$ cat src/bis_pkg.sv
// Shared constants and types for the boot integrity supervisor
package bis_pkg;
   localparam int CLK_HZ          = 40_000_000;
   localparam int WDT_TIMEOUT_US  = 1000;
   localparam int WDT_CYCLES      = WDT_TIMEOUT_US * (CLK_HZ / 1_000_000);
   localparam int FA_W            = 12;
   localparam int DATA_W          = 32;
   localparam int CHK_W           = 6;
   localparam int FAST_PWM_OUTPUTS_W          = 8;
   localparam int STRAP_W         = 7;
   localparam int IR_W            = 4;
   localparam int NPARAM          = 4;
   localparam logic [11:0] FW_BASE  = 12'h000;
   localparam logic [11:0] FW_LAST  = 12'h0FF;
   localparam logic [11:0] CFG_BASE = 12'h100;
   localparam logic [11:0] CFG_LAST = 12'h03F;
   localparam logic [11:0] LOG_BASE = 12'h140;
   localparam logic [11:0] LOG_LAST = 12'h03F;
   localparam logic [6:0]  ADDR_MIN = 7'h08;
   localparam logic [6:0]  ADDR_MAX = 7'h77;
   localparam logic [31:0] BLANK_WORD = 32'hFFFF_FFFF;
   localparam logic [3:0]  IR_RESET   = 4'hF;
   localparam logic [3:0]  IR_CAPTURE = 4'h1;
   localparam logic [15:0] PARAM_MIN [NPARAM] = '{16'h0000, 16'h0010, 16'h0001, 16'h0000};
   localparam logic [15:0] PARAM_MAX [NPARAM] = '{16'h0FFF, 16'h7FFF, 16'h00FF, 16'h0001};

   typedef struct packed {
      logic [CHK_W-1:0]  check;
      logic [DATA_W-1:0] data;
   } bis_fword_t;

   typedef struct packed {
      logic fw_err;
      logic cfg_err;
      logic cfg_blank;
      logic log_err;
      logic ecc_corr;
      logic ecc_uncorr;
      logic addr_invalid;
      logic jtag_on;
   } bis_status_t;

   typedef struct packed {
      logic tck_rise;
      logic tck_fall;
      logic tms;
      logic tdi;
   } bis_tap_in_t;

   typedef enum logic [2:0] {
      ST_STRAP = 3'b100, ST_FW = 3'b000, ST_CFG = 3'b001, ST_LOG = 3'b011,
      ST_RUN = 3'b010, ST_WAIT = 3'b110
   } bis_boot_t;

   typedef enum logic [3:0] {
      T_TLR = 4'b0000, T_RTI = 4'b0001, T_SELDR = 4'b0011, T_CAPDR = 4'b0010,
      T_SHDR = 4'b0110, T_EX1DR = 4'b0111, T_PSDR = 4'b0101, T_EX2DR = 4'b0100,
      T_UPDR = 4'b1100, T_SELIR = 4'b1101, T_CAPIR = 4'b1111, T_SHIR = 4'b1110,
      T_EX1IR = 4'b1010, T_PSIR = 4'b1011, T_EX2IR = 4'b1001, T_UPIR = 4'b1000
   } bis_tap_t;
endpackage : bis_pkg

$ cat src/bis_ecc.sv
// Single-error-correcting Hamming code over a 32-bit flash word
`timescale 1ns/10ps
module bis_ecc (
   input  wire logic [31:0]       enc_data_in,
   output logic [5:0]             enc_check_out,
   input  wire bis_pkg::bis_fword_t dec_word_in,
   output logic [31:0]            dec_data_out,
   output logic                   dec_corr_out,
   output logic                   dec_uncorr_out
);
   import bis_pkg::*;

   // Codeword position of data bit i; powers of two hold check bits
   function automatic logic [5:0] pos_of(input int i);
      int n;
      n = 0;
      pos_of = '0;
      for (int p = 1; p <= 38; p++) begin
         if ((p & (p - 1)) != 0) begin
            if (n == i) pos_of = 6'(p);
            n++;
         end
      end
   endfunction : pos_of

   function automatic logic [5:0] checks(input logic [31:0] d);
      checks = '0;
      for (int i = 0; i < 32; i++) begin
         checks ^= pos_of(i) & {6{d[i]}};
      end
   endfunction : checks

   logic [5:0] syn;

   always_comb begin
      enc_check_out = checks(enc_data_in);
      syn           = checks(dec_word_in.data) ^ dec_word_in.check;
      dec_data_out  = dec_word_in.data;
      for (int i = 0; i < 32; i++) begin
         if (pos_of(i) == syn) dec_data_out[i] = ~dec_word_in.data[i];
      end
      // A syndrome beyond the codeword means more than one bit flipped
      dec_corr_out   = (syn != 6'h00) && (syn <= 6'h26);
      dec_uncorr_out = (syn > 6'h26);
   end
endmodule : bis_ecc

$ cat src/bis_tap.sv
// Test-access port controller with a bypass data path only
`timescale 1ns/10ps
module bis_tap (
   input  wire logic                 clk_in,
   input  wire logic                 reset_in,
   input  wire logic                 enable_in,
   input  wire logic                 tap_en_in,
   input  wire bis_pkg::bis_tap_in_t pins_in,
   output logic                      tdo_out,
   output logic                      tdo_oe_out
);
   import bis_pkg::*;

   bis_tap_t        st_reg;
   logic [IR_W-1:0] ir_reg;
   logic [IR_W-1:0] irsh_reg;
   logic            byp_reg;

   function automatic bis_tap_t nxt(input bis_tap_t s, input logic m);
      unique case (s)
         T_TLR:   nxt = m ? T_TLR   : T_RTI;
         T_RTI:   nxt = m ? T_SELDR : T_RTI;
         T_SELDR: nxt = m ? T_SELIR : T_CAPDR;
         T_CAPDR: nxt = m ? T_EX1DR : T_SHDR;
         T_SHDR:  nxt = m ? T_EX1DR : T_SHDR;
         T_EX1DR: nxt = m ? T_UPDR  : T_PSDR;
         T_PSDR:  nxt = m ? T_EX2DR : T_PSDR;
         T_EX2DR: nxt = m ? T_UPDR  : T_SHDR;
         T_UPDR:  nxt = m ? T_SELDR : T_RTI;
         T_SELIR: nxt = m ? T_TLR   : T_CAPIR;
         T_CAPIR: nxt = m ? T_EX1IR : T_SHIR;
         T_SHIR:  nxt = m ? T_EX1IR : T_SHIR;
         T_EX1IR: nxt = m ? T_UPIR  : T_PSIR;
         T_PSIR:  nxt = m ? T_EX2IR : T_PSIR;
         T_EX2IR: nxt = m ? T_UPIR  : T_SHIR;
         T_UPIR:  nxt = m ? T_SELDR : T_RTI;
      endcase
   endfunction : nxt

   // Every instruction selects the one-bit bypass path; no scan cells exist
   always_ff @(posedge clk_in) begin
      if (reset_in || !tap_en_in) begin
         st_reg   <= T_TLR;
         ir_reg   <= IR_RESET;
         irsh_reg <= IR_RESET;
         byp_reg  <= 1'b0;
      end else if (enable_in && pins_in.tck_rise) begin
         st_reg <= nxt(st_reg, pins_in.tms);
         unique case (st_reg)
            T_TLR:   ir_reg <= IR_RESET;
            T_CAPIR: irsh_reg <= IR_CAPTURE;
            T_SHIR:  irsh_reg <= {pins_in.tdi, irsh_reg[IR_W-1:1]};
            T_UPIR:  ir_reg <= irsh_reg;
            T_CAPDR: byp_reg <= 1'b0;
            T_SHDR:  byp_reg <= pins_in.tdi;
            default: byp_reg <= byp_reg;
         endcase
      end
   end

   // Output changes on the clk_in rising edge after a detected falling test-clock edge, as the port signalling expects
   always_ff @(posedge clk_in) begin
      if (reset_in || !tap_en_in) begin
         tdo_out    <= 1'b0;
         tdo_oe_out <= 1'b0;
      end else if (enable_in && pins_in.tck_fall) begin
         tdo_out    <= (st_reg == T_SHIR) ? irsh_reg[0] : byp_reg;
         tdo_oe_out <= (st_reg == T_SHIR) || (st_reg == T_SHDR);
      end
   end
endmodule : bis_tap

$ cat src/bis_top.sv
// Boot integrity supervisor: power-up checks, port enable, watchdog, flash ECC
`timescale 1ns/10ps
module bis_top #(
   parameter int unsigned WDT_LIMIT = bis_pkg::WDT_CYCLES
) (
   input  wire logic                        clk_in,
   input  wire logic                        reset_in,
   input  wire logic                        enable_in,
   input  wire logic [bis_pkg::STRAP_W-1:0] strap_in,
   input  wire logic                        rom_mode_cmd_in,
   input  wire logic                        wdt_kick_in,
   input  wire logic                        tck_in,
   input  wire logic                        tms_in,
   input  wire logic                        tdi_in,
   input  wire logic                        param_wr_in,
   input  wire logic [1:0]                  param_sel_in,
   input  wire logic [15:0]                 param_val_in,
   input  wire logic                        rd_req_in,
   input  wire logic [bis_pkg::FA_W-1:0]    rd_addr_in,
   input  wire logic                        wr_req_in,
   input  wire logic [bis_pkg::FA_W-1:0]    wr_addr_in,
   input  wire logic [31:0]                 wr_data_in,
   input  wire bis_pkg::bis_fword_t         flash_rd_word_in,
   input  wire logic                        flash_rd_valid_in,
   input  wire logic [bis_pkg::FAST_PWM_OUTPUTS_W-1:0]  pwm_drive_in,
   output logic                             flash_rd_out,
   output logic [bis_pkg::FA_W-1:0]         flash_rd_addr_out,
   output logic                             flash_wr_out,
   output logic [bis_pkg::FA_W-1:0]         flash_wr_addr_out,
   output bis_pkg::bis_fword_t              flash_wr_word_out,
   output logic [31:0]                      rd_data_out,
   output logic                             rd_valid_out,
   output logic                             param_ok_out,
   output logic                             param_rej_out,
   output logic                             fw_run_out,
   output logic                             cmd_only_out,
   output logic                             cfg_default_out,
   output logic                             alert_out_n,
   output bis_pkg::bis_status_t             status_out,
   output logic                             jtag_en_out,
   output logic                             tdo_out,
   output logic                             tdo_oe_out,
   output logic                             gpio_od_out,
   output logic [bis_pkg::FAST_PWM_OUTPUTS_W-1:0]       fast_pwm_outputs,
   output logic                             wdt_reset_out
);
   import bis_pkg::*;

   logic              dev_rst;
   logic              wdt_rst_reg;
   logic [STRAP_W-1:0] strap_s1_reg;
   logic [STRAP_W-1:0] strap_s2_reg;
   logic [2:0]        pin_s1_reg;
   logic [2:0]        pin_s2_reg;
   logic              tck_d_reg;
   bis_tap_in_t       tap_pins;
   bis_boot_t         st_reg;
   logic [FA_W-1:0]   cnt_reg;
   logic [31:0]       sum_reg;
   logic              pend_reg;
   logic              blank_reg, addr_bad_reg, blank_hit_reg, fw_err_reg;
   logic              cfg_err_reg, log_err_reg, ecc_corr_reg, ecc_unc_reg;
   logic [31:0]       wdt_cnt_reg;
   logic [FA_W-1:0]   last_idx;
   logic              sum_ok;
   logic              p_ok;
   logic [5:0]        enc_check;
   logic [31:0]       dec_data;
   logic              dec_corr, dec_unc;

   // A watchdog expiry is handled exactly like a power-up reset
   assign dev_rst = reset_in | wdt_rst_reg;

   bis_ecc u_ecc (
      .enc_data_in    (wr_data_in),
      .enc_check_out  (enc_check),
      .dec_word_in    (flash_rd_word_in),
      .dec_data_out   (dec_data),
      .dec_corr_out   (dec_corr),
      .dec_uncorr_out (dec_unc)
   );

   // Pins pass two flops; left unreset so the straps have settled at release
   always_ff @(posedge clk_in) begin
      if (enable_in) begin
         strap_s1_reg <= strap_in;
         strap_s2_reg <= strap_s1_reg;
         pin_s1_reg   <= {tck_in, tms_in, tdi_in};
         pin_s2_reg   <= pin_s1_reg;
         tck_d_reg    <= pin_s2_reg[2];
      end
   end

   assign tap_pins = {pin_s2_reg[2] & ~tck_d_reg, ~pin_s2_reg[2] & tck_d_reg, pin_s2_reg[1:0]};

   bis_tap u_tap (
      .clk_in     (clk_in),
      .reset_in   (dev_rst),
      .enable_in  (enable_in),
      .tap_en_in  (jtag_en_out),
      .pins_in    (tap_pins),
      .tdo_out    (tdo_out),
      .tdo_oe_out (tdo_oe_out)
   );

   assign last_idx = (st_reg == ST_FW) ? FW_LAST : ((st_reg == ST_CFG) ? CFG_LAST : LOG_LAST);

   // The last word of each region holds the sum of the words before it
   assign sum_ok     = (sum_reg == dec_data);

   // Power-up sequence: straps, firmware, configuration, fault log
   always_ff @(posedge clk_in) begin
      if (dev_rst) begin
         st_reg        <= ST_STRAP;
         cnt_reg       <= '0;
         sum_reg       <= '0;
         pend_reg      <= 1'b0;
         blank_reg     <= 1'b1;
         addr_bad_reg  <= 1'b0;
         blank_hit_reg <= 1'b0;
         fw_err_reg    <= 1'b0;
         cfg_err_reg   <= 1'b0;
         log_err_reg   <= 1'b0;
         flash_rd_out  <= 1'b0;
         flash_rd_addr_out <= FW_BASE;
      end else if (enable_in) begin
         flash_rd_out <= 1'b0;
         unique case (st_reg)
            ST_STRAP: begin
               // Straps are read once here and never again
               addr_bad_reg <= (strap_s2_reg < ADDR_MIN) || (strap_s2_reg > ADDR_MAX);
               st_reg <= ST_FW;
            end
            ST_FW, ST_CFG, ST_LOG: begin
               if (!pend_reg) begin
                  flash_rd_out <= 1'b1;
                  pend_reg     <= 1'b1;
               end else if (flash_rd_valid_in) begin
                  pend_reg <= 1'b0;
                  if (st_reg == ST_CFG) blank_reg <= blank_reg & (dec_data == BLANK_WORD);
                  if (cnt_reg == last_idx) begin
                     cnt_reg <= '0;
                     sum_reg <= '0;
                     unique case (st_reg)
                        ST_FW: begin
                           fw_err_reg <= !sum_ok;
                           flash_rd_addr_out <= CFG_BASE;
                           st_reg <= ST_CFG;
                        end
                        ST_CFG: begin
                           cfg_err_reg   <= !sum_ok;
                           blank_hit_reg <= blank_reg & (dec_data == BLANK_WORD);
                           flash_rd_addr_out <= LOG_BASE;
                           st_reg <= ST_LOG;
                        end
                        default: begin
                           log_err_reg <= !sum_ok;
                           st_reg <= fw_err_reg ? ST_WAIT : ST_RUN;
                        end
                     endcase
                  end else begin
                     sum_reg <= sum_reg + dec_data;
                     cnt_reg <= cnt_reg + 12'h001;
                     flash_rd_addr_out <= flash_rd_addr_out + 12'h001;
                  end
               end
            end
            ST_RUN, ST_WAIT: begin
               if (rd_req_in && !pend_reg) begin
                  flash_rd_out      <= 1'b1;
                  flash_rd_addr_out <= rd_addr_in;
                  pend_reg          <= 1'b1;
               end else if (pend_reg && flash_rd_valid_in) begin
                  pend_reg <= 1'b0;
               end
            end
            default: st_reg <= ST_STRAP;
         endcase
      end
   end

   // Corrected read data and sticky ECC flags
   always_ff @(posedge clk_in) begin
      if (dev_rst) begin
         rd_data_out  <= '0;
         rd_valid_out <= 1'b0;
         ecc_corr_reg <= 1'b0;
         ecc_unc_reg  <= 1'b0;
      end else if (enable_in) begin
         rd_valid_out <= 1'b0;
         if ((st_reg == ST_RUN || st_reg == ST_WAIT) && pend_reg && flash_rd_valid_in) begin
            rd_data_out  <= dec_data;
            rd_valid_out <= 1'b1;
         end
         if (pend_reg && flash_rd_valid_in) begin
            ecc_corr_reg <= ecc_corr_reg | dec_corr;
            ecc_unc_reg  <= ecc_unc_reg | dec_unc;
         end
      end
   end

   // Writes are encoded on the fly; no write is taken before boot ends
   always_ff @(posedge clk_in) begin
      if (dev_rst) begin
         flash_wr_out      <= 1'b0;
         flash_wr_addr_out <= '0;
         flash_wr_word_out <= '0;
      end else if (enable_in) begin
         flash_wr_out <= wr_req_in && (st_reg == ST_RUN || st_reg == ST_WAIT);
         if (wr_req_in) begin
            flash_wr_addr_out <= wr_addr_in;
            flash_wr_word_out <= {enc_check, wr_data_in};
         end
      end
   end

   // Test port enable only ever sets; it needs a reset to clear
   always_ff @(posedge clk_in) begin
      if (dev_rst) begin
         jtag_en_out <= 1'b0;
      end else if (enable_in) begin
         if (rom_mode_cmd_in || blank_hit_reg || addr_bad_reg) begin
            jtag_en_out <= 1'b1;
         end
      end
   end

   // Boot outcome and status
   always_ff @(posedge clk_in) begin
      if (dev_rst) begin
         fw_run_out      <= 1'b0;
         cmd_only_out    <= 1'b0;
         cfg_default_out <= 1'b0;
         alert_out_n     <= 1'b1;
         status_out      <= '0;
      end else if (enable_in) begin
         fw_run_out      <= (st_reg == ST_RUN);
         cmd_only_out    <= (st_reg == ST_WAIT);
         cfg_default_out <= cfg_err_reg;
         alert_out_n     <= ~cfg_err_reg;
         status_out      <= {fw_err_reg, cfg_err_reg, blank_hit_reg, log_err_reg, ecc_corr_reg, ecc_unc_reg,
                             addr_bad_reg, jtag_en_out};
      end
   end

   // Watchdog runs only while firmware executes
   always_ff @(posedge clk_in) begin
      if (reset_in) begin
         wdt_cnt_reg <= '0;
         wdt_rst_reg <= 1'b0;
      end else if (enable_in) begin
         wdt_rst_reg <= 1'b0;
         if (st_reg != ST_RUN || wdt_kick_in || wdt_rst_reg) begin
            wdt_cnt_reg <= '0;
         end else if (wdt_cnt_reg == 32'(WDT_LIMIT - 1)) begin
            wdt_cnt_reg <= '0;
            wdt_rst_reg <= 1'b1;
         end else begin
            wdt_cnt_reg <= wdt_cnt_reg + 32'h0000_0001;
         end
      end
   end

   assign wdt_reset_out = wdt_rst_reg;

   // Parameter range screen
   assign p_ok = (param_val_in >= PARAM_MIN[param_sel_in]) && (param_val_in <= PARAM_MAX[param_sel_in]);
   always_ff @(posedge clk_in) begin
      if (dev_rst) begin
         param_ok_out  <= 1'b0;
         param_rej_out <= 1'b0;
      end else if (enable_in) begin
         param_ok_out  <= param_wr_in && p_ok;
         param_rej_out <= param_wr_in && !p_ok;
      end
   end

   // Safe pin states whenever the device sits in reset
   always_ff @(posedge clk_in) begin
      if (dev_rst) begin
         gpio_od_out      <= 1'b1;
         fast_pwm_outputs <= '0;
      end else if (enable_in) begin
         gpio_od_out      <= 1'b0;
         fast_pwm_outputs <= pwm_drive_in;
      end
   end
endmodule : bis_top

$ cat config.mk
export PLATFORM = sky130hd
export DESIGN_NAME = bis_top
export DESIGN_NICKNAME = d
export VERILOG_FILES = /design/src/bis_pkg.sv /design/src/bis_ecc.sv /design/src/bis_tap.sv /design/src/bis_top.sv
export SDC_FILE = /design/constraint.sdc
export NUM_CORES = 1
export LEC_CHECK = 0
export BUFFER_PORTS_ARGS = -buffer_cell sky130_fd_sc_hd__clkbuf_2
export CAP_MARGIN = 10
export CORE_ASPECT_RATIO = 1.5
export CORE_MARGIN = 4
export CORE_UTILIZATION = 52
export CTS_BUF_LIST = sky130_fd_sc_hd__clkbuf_2 sky130_fd_sc_hd__clkbuf_4 sky130_fd_sc_hd__clkbuf_8
export DETAILED_ROUTE_END_ITERATION = 10
export GPL_TIMING_DRIVEN = 0
export PLACE_DENSITY_LB_ADDON = 0.3
export SLEW_MARGIN = 20
export SYNTH_ARGS = -nofsm -noshare
export SYNTH_HDL_FRONTEND = slang
export SYNTH_SLANG_ARGS = --single-unit
$ cat constraint.sdc
create_clock -name clk_in -period 5.43 [get_ports clk_in]
set_input_delay 0.8145 -clock clk_in [delete_from_list [all_inputs] [get_ports clk_in]]
set_output_delay 0.8145 -clock clk_in [all_outputs]
set_load 0.01 [all_outputs]
Word-level counts from Yosys, hierarchy flattened
Index checks and enable logic that the tools add are counted.
{"block": "totals", "ff_bits": 241}
{"block": "classes", "addsub": 4, "order_cmp": 7, "eq_ne": 63, "mux": 82, "n_bitwise": 107, "reduce_logical": 50}
{"operator": "$xor 6x5->6", "count": 30}
{"operator": "$mux 32", "count": 3}
{"operator": "$eq 5x6->1 const A", "count": 15}
{"operator": "$xor 6x4->6", "count": 14}
{"operator": "$xor 6x6->6", "count": 13}
{"operator": "$bmux 16 s2", "count": 2}
{"operator": "$mux 16", "count": 4}
{"operator": "$mux 12", "count": 5}
{"operator": "$pmux 12 s2", "count": 2}
{"operator": "$pmux 4 s12", "count": 1}
{"operator": "$mux 1", "count": 45}
{"operator": "$eq 4x6->1 const A", "count": 7}
{"operator": "$not 1->1", "count": 37}
{"operator": "$eq 6x6->1 const A", "count": 6}
{"operator": "$add 32x1->32 const B", "count": 1}
{"operator": "$add 32x32->32", "count": 1}
{"operator": "$eq 32x16->1 const B", "count": 1}
{"operator": "$eq 32x32->1", "count": 1}
{"operator": "$eq 32x32->1 const B", "count": 1}
{"operator": "$eq 4x4->1 const B", "count": 8}
{"operator": "$add 12x1->12 const B", "count": 2}
{"operator": "$reduce_and 6->1", "count": 4}
{"operator": "$eq 3x6->1 const A", "count": 3}
{"operator": "$mux 3", "count": 6}
{"operator": "45 further kinds", "count": 101}

Depth between registers and ports, before layout
{"block": "depth", "depth_word": 36, "ltp_mapped": 24, "ltp_nobuf": 22}

Modules after synthesis
Synthesis repeated with hierarchy kept, for this count alone.
{"block": "unflattened", "cells_unflattened": 1590, "area_unflattened_um2": 13244.0}
{"module": "bis_top", "instances": 1, "cells_each": 1292, "area_per_inst_um2": 10617.7}
{"module": "bis_ecc", "instances": 1, "cells_each": 212, "area_per_inst_um2": 1950.6}
{"module": "bis_tap", "instances": 1, "cells_each": 86, "area_per_inst_um2": 675.6}

Least setup slack after synthesis
Ideal clock, no wire load.
{"block": "synth_path", "kind": "input -> register", "from": "input port flash_rd_word_in[25] in the netlist's numbering", "to": "register sum_reg[20]", "arrival_ps": 5345, "required_time_ps": 5313, "slack_ps": -33, "path_stages": 23, "n_path_buf": 1, "cell_sequence": "xor2_2 -> xnor2_1 -> xnor2_2 -> xor3_2 -> nor2b_1 -> buf_2 -> nand3_1 -> xor2_1 -> inv_1 -> ha_1 -> fa_1 -> nand3_1 -> nand2_1 -> a31oi_1 -> o21ai_0 -> a311oi_1 -> o21ai_0 -> a21o_1 -> a21oi_1 -> o21a_1 -> o21bai_1 -> xor2_1 -> a32o_1"}
{"block": "synth_via", "elab_chain_cells": 12, "word_cells_on_any_way": 52}
{"item": "start, declared", "line": "bis_top.sv:23", "text": "input wire bis_pkg::bis_fword_t flash_rd_word_in,"}
{"item": "$xor 6x5->6", "line": "bis_ecc.sv:29", "text": "checks ^= pos_of(i) & {6{d[i]}};"}
{"item": "$xor 6x6->6 (6 in a row)", "line": "bis_ecc.sv:29"}
{"item": "$xor 6x6->6", "line": "bis_ecc.sv:37", "text": "syn = checks(dec_word_in.data) ^ dec_word_in.check;"}
{"item": "$eq 2x6->1", "line": "bis_ecc.sv:40", "text": "if (pos_of(i) == syn) dec_data_out[i] = ~dec_word_in.data[i];"}
{"item": "$mux 1", "line": "bis_ecc.sv:40"}
{"item": "named net dec_data[0]", "line": "bis_top.sv:68", "text": "logic [31:0] dec_data;"}
{"item": "$add 32x32->32", "line": "bis_top.sv:162", "text": "sum_reg <= sum_reg + dec_data;"}
{"item": "$mux 32", "line": "bis_top.sv:141", "text": "if (cnt_reg == last_idx) begin"}
{"item": "end signal, assigned", "line": "bis_top.sv:162"}
{"item": "end, declared", "line": "bis_top.sv:59", "text": "logic [31:0] sum_reg;"}
The timed path passes the listed nets, and every way through them passes these cells.
A chain may end at the register's enable or synchronous reset.

Worst setup path after layout
{"block": "layout_path", "from": "input port flash_rd_word_in[25] in the netlist's numbering", "to": "register sum_reg[31]"}
{"block": "layout_via", "elab_chain_cells": 12, "word_cells_on_any_way": 75}
{"item": "$xor 6x5->6", "line": "bis_ecc.sv:29"}
{"item": "$xor 6x6->6 (6 in a row)", "line": "bis_ecc.sv:29"}
{"item": "$xor 6x6->6", "line": "bis_ecc.sv:37"}
{"item": "$eq 5x6->1", "line": "bis_ecc.sv:40"}
{"item": "$mux 1", "line": "bis_ecc.sv:40"}
{"item": "named net dec_data[21]", "line": "bis_top.sv:68"}
{"item": "$add 32x32->32", "line": "bis_top.sv:162"}
{"item": "$mux 32", "line": "bis_top.sv:141"}
The timed path passes the listed nets, and every way through them passes these cells.

==> impl_results.md <==
* Status: finished, final reports clean
* # clock sinks at 235
* Clock Path Buffers at 3
* NumNets Final at 2077
* Crit path capture type: register
* Met3 GRT Util at 4.388%
* Reg2reg path depth at 15
* Worst Hold Path EP: pin_s2_reg[1]
* Multi-input combinational cell area at 0.008254 mm²
* Number of global-route vias before repair at 12560
* Leading area contributor after synthesis: dfxtp_1
* Largest fanout on the critical path at 10
* Most flop-heavy register: flash_wr_word_out
* HP Class: register to register
* R2R Setup Slk at 2.16 ns
* Share of the synthesized area in the top cell type at 33.57%
* GR Layer Usage met1 at 31.21%
* Clk_skew at 0.01748 ns
* ANT nets after route at 0
* Most used flip-flop cell after synthesis: dfxtp_1
* Top delay family on crit path: XOR/XNOR gates
* Synthesized area at 0.01312 mm²
* Hold depth at 0
* Buf/Inv on CP at 4
* Final hold vios at 0
* Crit path top cell by count: xnor2_2
* Routability congestion estimate at 0.9779
* Wirelength, routed at 41880 µm
* F_max at 0.1876 GHz
* CTS buffer count at 38
* Type of the worst setup path: primary input to register
* Period minus WS final at 5.331 ns
* Max-slew headroom at 40.67%
* Worst R2R Start: sum_reg[0]
* Max FFs per register at 38
* Max Cap Viol at 0
* Vias/cell at 5.804
* Die ar. at 0.02789 mm²
* Worst-path clk slew at 0.06 ns
* RSZ-0062 raised after global routing: true
* Avg Inst Size Synth at 8.404 µm²
* Post-synthesis cell count at 1561
* Highest-count cells in the layout ignoring fill and taps: 256 x clkbuf_2, 220 x dfxtp_1, 194 x nand2_1
* I/O pin cnt at 263
* Most common cell after layout, fill and taps aside: clkbuf_2
* Fill count at 2067
* Maximum vdd drop at 290.3 µV
* Ranking of synthesized cells by area: dfxtp_1 34%, xnor2_1 8.1%, nand2_1 5.6%
* Rows at 70
* PD cells at 318.1 mW/mm²
* Final setup viols at 0
* Global-route wire length before repair at 63390 µm
* Met2 global-route usage at 50.80%
* Hold_buf cts at 0
* Clk Latency, worst-skew pair at 0.53 ns
* Launch point of the worst hold path: pin_s1_reg[1]
* Post-synth EDFFs at 15
* Setup WS pre-CTS at -1.001 ns
* Ys Warns at 0
* Total grt overflow at 0
* Synth Register Bits at 235
* Reg area at 0.004855 mm²
* Die X at 137.7 µm
* CTS H-tree depth at 2
* Drt pass-1 iters at 5
* WL/cell at 18.76 µm
* GRT busiest layer: met2
* Worst-Margin Slew at 0.8900 ns
* Pleak at 6.722 nW
* 1st-iter DRT viols at 932
* Worst setup SP type: primary input
* Yosys cell types at 75
* Critical-path cell list: clkbuf_2 > xnor2_2 > xnor2_2 > xnor3_1 > xnor2_2 > nor2b_1 > buf_4 > buf_4 > nand3_1 > xor2_1 > inv_1 > ha_1 > o21a_1 > o21a_1 > o21ai_0 > nand2b_1 > a31o_2 > o21ai_2 > a21oi_2 > o41ai_2 > xnor2_1 > and3_1 > o31a_1
* Area of the core at 0.02461 mm²
* Slew Limit Fails at 0
* # DRC at 0
* DIE HEIGHT at 202.5 µm
* Arr. time, crit path at 5.75 ns
* Final worst setup slack at 0.09920 ns
* Post-DP HPWL at 31420 µm
* Total GRT Usage at 28.04%
* Max stage delay cell, worst path: xor2_1
* Initial antenna violation count at 0
* Vias at 12950
* Data required time of the critical path at 5.85 ns
* Syn_nets at 1758
* Port bufs at 256
* Final period utilization at 98.17%
* Slowest stage delay, CP at 0.53 ns
* Async SR Flop Fraction at 0%
* CTS tree: built
* Pwr Total at 0.005180 W
* Register area share after synthesis at 37.01%
* Worst hold slack at 0.4234 ns
* Layout cells sized above 1 at 23.53%
* Largest net degree at the start of global routing at 19
* Clk root buf: clkbuf_8
* P&R area growth vs syn at 24.13%
* RR Endpoint: sum_reg[20]
* Diode count at 0
* Initial core utilization at 53.30%
-- through the flow --
step / utilization (%) / instances / setup TNS (ns) / area (µm²)
2_1_floorplan: - / 1561 / 0 / 13130
3_3_place_gp: 60.18 / 2141 / -8.809 / 14810
3_5_place_dp: 60.18 / 2141 / -9.235 / 14810
4_1_cts: 64.29 / 2216 / 0 / 15820
5_1_grt: 66.17 / 2232 / -0.2575 / 16280
6_report: 66.17 / 2232 / 0 / 16280
-- logic make-up (layout without fill, tap and decap cells) --
family                     after synthesis  after routing  share of synthesized area (%)
muxes                                   21             21                          1.602
xor gates and xnor gates               213            213                          15.56
buffers and inverters                  120            467                          3.624
adders and majority gates               58             58                          5.589
AOI/OAI and AO/OA                      320            320                          15.59
and+or+nand+nor                        594            594                          21.03
DFF                                    235            235                          37.01
-- power breakdown --
part           total (W)  switching [W]  internal [W]
logic            0.00171        0.00102      0.000692
clock network    0.00166       0.000727      0.000932
registers        0.00181      0.0000235       0.00178
-- worst max path at each step --
stage / start / to / slack [ns] / depth (start not counted)
after detailed placement: flash_rd_word_in[25] / sum_reg[30] / -1.00 / 24
after floorplan: flash_rd_word_in[25] / sum_reg[20] / 0.05 / 23
after CTS: flash_rd_word_in[20] / sum_reg[20] / 0.01 / 24
final: flash_rd_word_in[25] / sum_reg[31] / 0.1 / 23
after global routing: flash_rd_word_in[19] / sum_reg[31] / -0.12 / 23
after global placement: flash_rd_word_in[25] / sum_reg[30] / -0.99 / 24
-- metal layers --
layer	share of wire, %	up-vias
met3	6.8	153
met5	0	-
met4	5.8	0
met2	51	571
li1	-	6083
met1	36	6147
-- synth_stat cells (6+ instances only) --
cell / number
o31ai_1: 6
nor2b_1: 10
a22oi_1: 29
or3_1: 11
nor4_1: 23
a31oi_1: 6
a311oi_1: 7
xor2_1: 78
a211oi_1: 33
o21ai_0: 45
and2_1: 10
nand2_1: 196
nand2b_1: 17
ha_1: 57
nand3_1: 59
nor3_1: 20
edfxtp_1: 15
nand4_1: 28
clkbuf_1: 71
dfxtp_1: 220
mux2i_1: 21
o211ai_1: 9
and3_1: 12
a21o_1: 22
xnor2_1: 121
inv_1: 35
nor2_1: 174
a21oi_1: 120
-- timing repair --
| action | 4_1_cts | 5_1_grt |
|---|---|---|
| pin swaps | 3 | 26 |
| resized for setup | 22 | 67 |
| setup buffers | 7 | 17 |
| setup endpoints to repair | 8 | 9 |
-- layout make-up --
type                            instances  share of cell area [%]
Multi-Input combinational cell       1206                   50.69
Sequential cell                       235                   29.81
Timing Repair Buffer                  280                   8.974
Clock buffer                           56                   4.310
Tap cell                              324                   2.489
Buffer                                 84                   2.197
Inverter                               35                  0.8068
Clock inverter                         12                  0.7222
Note: power is estimated with default switching activity, not from simulation.
